==> src/shared/smso_consts.vh <==
`ifndef SMSO_CONSTS_VH
`define SMSO_CONSTS_VH
// control modes
`define SMSO_MODE_POS 2'd0
`define SMSO_MODE_VEL 2'd1
`define SMSO_MODE_TRQ 2'd2
// parameter select codes
`define SMSO_SEL_ZS_THR 4'h0
`define SMSO_SEL_VBAND 4'h1
`define SMSO_SEL_VMIN 4'h2
`define SMSO_SEL_TBAND 4'h3
`define SMSO_SEL_TTGT 4'h4
`define SMSO_SEL_CPOS 4'h5
`define SMSO_SEL_PLIM 4'h6
`define SMSO_SEL_NLIM 4'h7
`define SMSO_SEL_HOME 4'h8
`define SMSO_SEL_ESTOP 4'h9
`define SMSO_SEL_CLAMP 4'hA
`define SMSO_SEL_TIMER 4'hB
// speeds in 0.01 rps, torque in 0.1 percent, position in pulses
`define SMSO_ZS_THR_DEF 32'h0000_0032
`define SMSO_ZS_THR_MIN 32'h0000_000A
`define SMSO_ZS_THR_MAX 32'h0000_00C8
`define SMSO_VBAND_DEF 32'h0000_000A
`define SMSO_VMIN_DEF 32'h0000_03E8
`define SMSO_SPD_MAX 32'h0000_2710
`define SMSO_TBAND_DEF 32'h0000_000A
`define SMSO_TRQ_MAX 32'h0000_0BB8
`define SMSO_TTGT_DEF 32'h0000_0000
`define SMSO_CPOS_DEF 32'h0000_2710
`define SMSO_CPOS_TOL 32'h0000_0064
`define SMSO_POS_FORBID 32'h8000_0000
`define SMSO_LIM_DEF 32'h0000_0000
`define SMSO_HOME_DEF 8'h01
`define SMSO_HOME_MIN 8'hFC
`define SMSO_HOME_MAX 8'h28
`define SMSO_ESTOP_DEF 4'h5
`define SMSO_ESTOP_MIN 4'h1
`define SMSO_ESTOP_MAX 4'h8
`define SMSO_CLAMP_DEF 1'b0
`define SMSO_TIMER_DEF 15'h000A
`define SMSO_TIMER_MAX 32'h0000_7530
`define SMSO_QCNT_SAT 15'h7FFF
// filter and timing
`define SMSO_FILT_SHIFT 4
`define SMSO_CLK_HZ 125000000
`define SMSO_TICK_MS 1
`endif

==> src/logic/smso_status.v <==
`timescale 1ns/1ps
`include "smso_consts.vh"
// Notes on behaviour
// - zero-speed flag high when speed magnitude below threshold, default 0.5 rps
// - zero-speed flag low when speed magnitude above threshold
// - zero-speed judged in every mode, enabled or not
// - velocity mode: consistent flag after speed stays in band for timer
// - consistent flag drops as soon as speed leaves band
// - velocity mode: reached flag after filtered speed exceeds minimum longer than timer
// - reached flag low while filtered speed not above minimum
// - torque mode: reached flag after target hit and kept in band for timer
// - torque reached flag low when any qualifying condition fails
// - position coincidence flag when position within 100 pulses of setting
// - positive limit alarm moving forward at or beyond positive limit
// - negative limit alarm moving backward at or beyond negative limit
// - soft limits writable after power-on, back to zero at reset
// - homing method selector, -4 to 40, default 1
// - emergency-stop method 1 to 8, default 5, applied on stop input
// - zero-speed clamp enable bit, default off
// - one shared millisecond qualification timer, default 10, 0 to 30000
module smso_status #(
    parameter CYC_PER_MS = (`SMSO_CLK_HZ / 1000) * `SMSO_TICK_MS
) (
    input wire clk_sys,
    input wire srst,
    input wire [1:0] control_mode,
    input wire signed [31:0] motor_speed,
    input wire signed [31:0] speed_command,
    input wire signed [31:0] motor_torque,
    input wire signed [31:0] motor_position,
    input wire estop_input,
    input wire param_write,
    input wire [3:0] param_select,
    input wire [31:0] param_data,
    output reg zero_speed_flag,
    output reg velocity_consistent_flag,
    output reg velocity_reached_flag,
    output reg torque_reached_flag,
    output reg position_coincidence_flag,
    output reg positive_limit_alarm,
    output reg negative_limit_alarm,
    output reg [7:0] homing_method_select,
    output reg [3:0] estop_method_select,
    output reg [3:0] estop_method_applied,
    output reg zero_clamp_enable,
    output reg param_reject
);

    // magnitude of a signed word
    function [31:0] mag32;
        input [31:0] v;
        begin
            mag32 = v[31] ? (~v + 32'h0000_0001) : v;
        end
    endfunction

    // qualification count step, restart on lapse, saturating
    function [14:0] qual_step;
        input cond;
        input tick;
        input [14:0] cnt;
        begin
            if (!cond) begin
                qual_step = 15'h0000;
            end else if (tick && (cnt != `SMSO_QCNT_SAT)) begin
                qual_step = cnt + 15'h0001;
            end else begin
                qual_step = cnt;
            end
        end
    endfunction

    // stored parameters
    reg [31:0] zs_thr_reg;
    reg [31:0] vband_reg;
    reg [31:0] vmin_reg;
    reg [31:0] tband_reg;
    reg [31:0] ttgt_reg;
    reg signed [31:0] cpos_reg;
    reg signed [31:0] plim_reg;
    reg signed [31:0] nlim_reg;
    reg [14:0] timer_reg;

    // millisecond prescaler and qualification counts
    reg [31:0] pre_reg;
    reg tick_reg;
    reg [14:0] vc_cnt_reg;
    reg [14:0] at_cnt_reg;
    reg [14:0] tq_cnt_reg;
    reg tq_hit_reg;
    reg signed [31:0] filt_reg;

    // combinational terms
    wire [31:0] spd_abs;
    wire [31:0] trq_abs;
    wire [31:0] vdev;
    wire [31:0] tdev;
    wire [31:0] pdev;
    wire signed [31:0] fdiff;
    wire signed [31:0] filt_next;
    wire vel_mode;
    wire trq_mode;
    wire vc_cond;
    wire at_cond;
    wire tq_cond;
    wire [14:0] vc_next;
    wire [14:0] at_next;
    wire [14:0] tq_next;
    wire hit_next;
    wire [31:0] timer_ext;
    reg accept;

    // magnitudes and deviations, evaluated every cycle
    assign spd_abs = mag32(motor_speed);
    assign trq_abs = mag32(motor_torque);
    assign vdev = mag32(motor_speed - speed_command);
    assign tdev = (trq_abs >= ttgt_reg) ? (trq_abs - ttgt_reg) : (ttgt_reg - trq_abs);
    assign pdev = mag32(motor_position - cpos_reg);
    assign fdiff = $signed(spd_abs) - filt_reg;
    assign filt_next = filt_reg + (fdiff >>> `SMSO_FILT_SHIFT);
    assign vel_mode = (control_mode == `SMSO_MODE_VEL);
    assign trq_mode = (control_mode == `SMSO_MODE_TRQ);
    assign timer_ext = {17'h0_0000, timer_reg};

    // qualifying conditions
    assign vc_cond = vel_mode && (vdev <= vband_reg);
    assign at_cond = vel_mode && ($signed(filt_reg) > $signed(vmin_reg));
    assign hit_next = trq_mode && (tdev <= tband_reg) && (tq_hit_reg || (trq_abs >= ttgt_reg));
    assign tq_cond = hit_next;

    // counts restart whenever the condition lapses
    assign vc_next = qual_step(vc_cond, tick_reg, vc_cnt_reg);
    assign at_next = qual_step(at_cond, tick_reg, at_cnt_reg);
    assign tq_next = qual_step(tq_cond, tick_reg, tq_cnt_reg);

    // range check of a parameter write
    always @* begin
        accept = 1'b0;
        case (param_select)
            `SMSO_SEL_ZS_THR: begin
                accept = (param_data >= `SMSO_ZS_THR_MIN) && (param_data <= `SMSO_ZS_THR_MAX);
            end
            `SMSO_SEL_VBAND: begin
                accept = (param_data <= `SMSO_SPD_MAX);
            end
            `SMSO_SEL_VMIN: begin
                accept = (param_data <= `SMSO_SPD_MAX);
            end
            `SMSO_SEL_TBAND: begin
                accept = (param_data <= `SMSO_TRQ_MAX);
            end
            `SMSO_SEL_TTGT: begin
                accept = (param_data <= `SMSO_TRQ_MAX);
            end
            `SMSO_SEL_CPOS: begin
                accept = (param_data != `SMSO_POS_FORBID);
            end
            `SMSO_SEL_PLIM: begin
                accept = (param_data != `SMSO_POS_FORBID);
            end
            `SMSO_SEL_NLIM: begin
                accept = (param_data != `SMSO_POS_FORBID);
            end
            `SMSO_SEL_HOME: begin
                accept = ($signed(param_data) >= $signed({{24{1'b1}}, `SMSO_HOME_MIN}))
                    && ($signed(param_data) <= $signed({24'h00_0000, `SMSO_HOME_MAX}));
            end
            `SMSO_SEL_ESTOP: begin
                accept = (param_data >= {28'h000_0000, `SMSO_ESTOP_MIN})
                    && (param_data <= {28'h000_0000, `SMSO_ESTOP_MAX});
            end
            `SMSO_SEL_CLAMP: begin
                accept = (param_data[31:1] == 31'h0000_0000);
            end
            `SMSO_SEL_TIMER: begin
                accept = (param_data <= `SMSO_TIMER_MAX);
            end
            default: begin
                accept = 1'b0;
            end
        endcase
    end

    // parameter storage, defaults restored on reset
    always @(posedge clk_sys) begin
        if (srst) begin
            zs_thr_reg <= `SMSO_ZS_THR_DEF;
            vband_reg <= `SMSO_VBAND_DEF;
            vmin_reg <= `SMSO_VMIN_DEF;
            tband_reg <= `SMSO_TBAND_DEF;
            ttgt_reg <= `SMSO_TTGT_DEF;
            cpos_reg <= `SMSO_CPOS_DEF;
            plim_reg <= `SMSO_LIM_DEF;
            nlim_reg <= `SMSO_LIM_DEF;
            homing_method_select <= `SMSO_HOME_DEF;
            estop_method_select <= `SMSO_ESTOP_DEF;
            zero_clamp_enable <= `SMSO_CLAMP_DEF;
            timer_reg <= `SMSO_TIMER_DEF;
            param_reject <= 1'b0;
        end else begin
            param_reject <= param_write && !accept;
            if (param_write && accept) begin
                case (param_select)
                    `SMSO_SEL_ZS_THR: zs_thr_reg <= param_data;
                    `SMSO_SEL_VBAND: vband_reg <= param_data;
                    `SMSO_SEL_VMIN: vmin_reg <= param_data;
                    `SMSO_SEL_TBAND: tband_reg <= param_data;
                    `SMSO_SEL_TTGT: ttgt_reg <= param_data;
                    `SMSO_SEL_CPOS: cpos_reg <= param_data;
                    `SMSO_SEL_PLIM: plim_reg <= param_data;
                    `SMSO_SEL_NLIM: nlim_reg <= param_data;
                    `SMSO_SEL_HOME: homing_method_select <= param_data[7:0];
                    `SMSO_SEL_ESTOP: estop_method_select <= param_data[3:0];
                    `SMSO_SEL_CLAMP: zero_clamp_enable <= param_data[0];
                    `SMSO_SEL_TIMER: timer_reg <= param_data[14:0];
                    default: begin
                    end
                endcase
            end
        end
    end

    // shared millisecond tick for the qualification timer
    always @(posedge clk_sys) begin
        if (srst) begin
            pre_reg <= 32'h0000_0000;
            tick_reg <= 1'b0;
        end else if (pre_reg >= (CYC_PER_MS - 1)) begin
            pre_reg <= 32'h0000_0000;
            tick_reg <= 1'b1;
        end else begin
            pre_reg <= pre_reg + 32'h0000_0001;
            tick_reg <= 1'b0;
        end
    end

    // qualification counts, speed filter, torque target latch
    always @(posedge clk_sys) begin
        if (srst) begin
            vc_cnt_reg <= 15'h0000;
            at_cnt_reg <= 15'h0000;
            tq_cnt_reg <= 15'h0000;
            tq_hit_reg <= 1'b0;
            filt_reg <= 32'h0000_0000;
        end else begin
            vc_cnt_reg <= vc_next;
            at_cnt_reg <= at_next;
            tq_cnt_reg <= tq_next;
            tq_hit_reg <= hit_next;
            filt_reg <= filt_next;
        end
    end

    // status flags, all registered
    always @(posedge clk_sys) begin
        if (srst) begin
            zero_speed_flag <= 1'b0;
            velocity_consistent_flag <= 1'b0;
            velocity_reached_flag <= 1'b0;
            torque_reached_flag <= 1'b0;
            position_coincidence_flag <= 1'b0;
        end else begin
            // no mode or enable term here
            zero_speed_flag <= (spd_abs < zs_thr_reg);
            velocity_consistent_flag <= vc_cond && ({17'h0_0000, vc_next} >= timer_ext);
            velocity_reached_flag <= at_cond && ({17'h0_0000, at_next} > timer_ext);
            torque_reached_flag <= tq_cond && ({17'h0_0000, tq_next} >= timer_ext);
            position_coincidence_flag <= (pdev <= `SMSO_CPOS_TOL);
        end
    end

    // software limit alarms and stop method
    always @(posedge clk_sys) begin
        if (srst) begin
            positive_limit_alarm <= 1'b0;
            negative_limit_alarm <= 1'b0;
            estop_method_applied <= 4'h0;
        end else begin
            // direction from sign of measured speed
            positive_limit_alarm <= (motor_speed > 0) && (motor_position >= plim_reg);
            negative_limit_alarm <= (motor_speed < 0) && (motor_position <= nlim_reg);
            estop_method_applied <= estop_input ? estop_method_select : 4'h0;
        end
    end

endmodule // smso_status

==> config.mk <==
export PLATFORM = sky130hd
export DESIGN_NAME = smso_status
export DESIGN_NICKNAME = d
export VERILOG_FILES = /design/src/logic/smso_status.v
export VERILOG_INCLUDE_DIRS = /design/src /design/src/shared
export SDC_FILE = /design/constraint.sdc
export NUM_CORES = 2
export LEC_CHECK = 0
export BUFFER_PORTS_ARGS = -buffer_cell sky130_fd_sc_hd__buf_2
export CAP_MARGIN = 20
export CELL_PAD_IN_SITES_DETAIL_PLACEMENT = 2
export CELL_PAD_IN_SITES_GLOBAL_PLACEMENT = 2
export CORE_MARGIN = 3
export CORE_UTILIZATION = 41
export DETAILED_ROUTE_END_ITERATION = 7
export PLACE_DENSITY = 0.91
export SLEW_MARGIN = 10
export SYNTH_ARGS = -nofsm -noshare
export SYNTH_HDL_FRONTEND = slang
export SYNTH_SLANG_ARGS = --single-unit
==> constraint.sdc <==
create_clock -name clk_sys -period 20.9 [get_ports clk_sys]
set_clock_uncertainty 0.1 [all_clocks]
set_input_delay 2.09 -clock clk_sys [delete_from_list [all_inputs] [get_ports clk_sys]]
set_output_delay 2.09 -clock clk_sys [all_outputs]
set_load 0.05 [all_outputs]
==> metrics <==
Die Height between 200 and 300 µm; layout cell share with drive strength beyond 1 under 10%; sw power around 1.7 mW; vias in the first global route slightly below 40000; P&R area growth vs syn 11.6%; first-pass GRT wire length between 200000 and 300000 µm; synthesized instance count approximately 4200; Antenna Nets Post-Route 0; CTS tree done; post-CTS sizing 0; Yosys warnings 0; GP Congestion roughly 0.89; Fillers just under 9000; crit-path max cell delay ~0.73 ns; Synth Cell Area between 30000 and 40000 µm²; DR DRC count 0; outcome finished clean; final WL ~190000 µm; clock sinks between 400 and 500; Rel. slew slack around 23%; input/output buffers around 190; Placement Setup Slack 8.06 ns; Critical Setup Path Class in -> reg; number of antenna violations at the first check in global routing 11; Slowest-stage cell, CP a21oi_1; Horiz. Die Dim between 200 and 300 µm; CTS H-Tree Depth 2; fin area between 30000 and 40000 µm²; worst hold path type reg -> reg; Final Hold Vio Count 0; average cell area after synthesis 7.89 µm²; Total GRT Usage 38.7%; leakage 16.2 nW; Post-DP Area around 35000 µm²; Async SR Flop Fraction 0%; hold path start homing_method_select[7]; R2R cell count 33; initial DRC count slightly below 4000; DP Wirelength approximately 110000 µm; crit path launch motor_torque[3]; Max Freq around 72 MHz; DR pass1 iterations 6; actual slew at the worst max-slew pin between 1 and 1.5 ns; Final min period between 10 and 15 ns; most frequent cells in the layout nor2_1, ha_1, inv_1, dfxtp_1, a21oi_1; CP required ~21 ns; reg2reg end torque_reached_flag; Vias 37200; Worst Hold End homing_method_select[7]; clk slew on worst S/H paths about 0.06 ns; gr busiest metal met2; Sw Share between 40 and 50%; met3 Track Usage GR under 10%; hold depth 2; fin util between 40 and 50%; P_int slightly above 2 mW; met1 usage a little over two fifths; clock power share between 20% and 30%; Synth Flop Type dfxtp_1; later-pin clock latency in the skew report ~0.67 ns; largest net degree at the start of global routing 85; Pins Over Slew Limit 0; PnR worst setup slack 7.05 ns; Power per Cell Area 102 nW/µm²; grt met2 use 67.7%; grt ovf 0; Logic pwr share approximately half; synthesized flop and latch total roughly 410; Starting Density about two fifths; total core area 79100 µm²; total CTS buffers 51; die area between 80000 and 90000 µm²; number of max-cap violations 0; leading cell type in the layout, fill and taps excluded nor2_1; # hold bufs at CTS 0; routed len/inst ~35 µm; sequential cell area fraction in the yosys report between 20% and 30%; Post-synth EDFFs 0; I/O pin count 195; period utilization about two thirds; Worst VDD drop 72.9 µV; post-CTS setup buffer count 0; Layout Nets between 4000 and 5000; reg2reg start ttgt_reg[0]; RSZ-0062 raised after global routing false; routed vias/inst a little under 7; Yosys cell types 90; reg-to-reg slack, setup between 10 and 15 ns; CP Max Fanout 54; Pwr Total about 3.7 mW; Rows 103; Clock Path Buffers 3; crit path launch type input port; Flop pwr share a little under a quarter; final setup fails 0; clock root buffer clkbuf_16; TNS Setup 0 ns; Critical Path AT 14.22 ns; element type at the critical path end flip-flop
[cells by family after synthesis]
logic type,share of synthesized area (%)
other,0.0114
buffers and inverters,6.66
adder cells (fa/ha/maj),16.7
AND/OR/NAND/NOR,20.4
XOR/XNOR,7.23
multiplexers,5.05
flip-flops,24.8
AO/OA/AOI/OAI,19.2
[worst max path at each step]
stage	endpoint	slack [ns]	cells past startpoint
after floorplan	torque_reached_flag	10.03	49
after global placement	torque_reached_flag	8.91	45
after detailed placement	torque_reached_flag	8.06	46
after CTS	torque_reached_flag	8.46	45
after global routing	torque_reached_flag	6.85	42
final	torque_reached_flag	7.05	40
[layout make-up]
cell class,count,area [µm²],share of cell area (%)
Antenna cell,10,25.0,0.0684
Clock buffer,67,1470,4.01
Timing Repair Buffer,219,1190,3.25
Inverter,416,1560,4.27
Multi-Input combinational cell,3194,22500,61.6
Clock inverter,25,345,0.944
Tap cell,1050,1310,3.59
Sequential cell,407,8150,22.3
[metrics by stage]
stage                     std cells  hold slack (ns)
after detailed placement       5282            0.353
after floorplan                4173            0.336
after global placement         5281            0.342
final                          5388            0.375
after global routing           5382            0.398
after CTS                      5374            0.377
[power by group through the flow]
stage / sequential, mW / clock (mW) / combinational [mW]
after floorplan: 0.849 / 0 / 1.06
after global placement: 0.863 / 0 / 1.34
after detailed placement: 0.866 / 0 / 1.51
after CTS: 0.853 / 1.02 / 1.67
after global routing: 0.857 / 1.06 / 1.89
final: 0.859 / 1.04 / 1.83
[layer usage]
metal / share of wire, % / wire length, µm
met4: 9.4 / 17800
met3: 9.1 / 17100
met1: 36 / 67200
met5: 0.036 / 68
met2: 46 / 86400
[critical path: cells and delay by family]
family / cells / cell delay [ns]
compound gates: 22 / 6.07
fa+ha+maj: 3 / 1.13
simple gates: 11 / 3.29
xor+xnor: 2 / 0.93
buf+inv: 2 / 0.69
[Yosys cell counts (18+ instances only)]
cell      instances  area share, %
a211oi_1         25           0.57
a21o_1          101            2.3
a21oi_1         286            4.4
a31oi_1          27           0.52
and2_1           22           0.42
and3_1          133            2.5
clkbuf_1        126            1.4
dfxtp_1         407             25
ha_1            429             16
inv_1           415            4.7
mux2i_1         162            4.9
nand2_1         246            2.8
nand2b_1         65            1.2
nand3_1          92            1.4
nand4_1          90            1.7
nor2_1          440            5.0
nor2b_1          66            1.3
nor3_1           60           0.92
nor4_1           29           0.55
o211ai_1         27           0.62
o21a_1           64            1.5
o21ai_0         195            3.0
o21bai_1         35           0.80
o31ai_1          52            1.2
or3_1            18           0.34
xnor2_1         187            5.0
xor2_1           81            2.2
(Power assumes the default switching activity.)
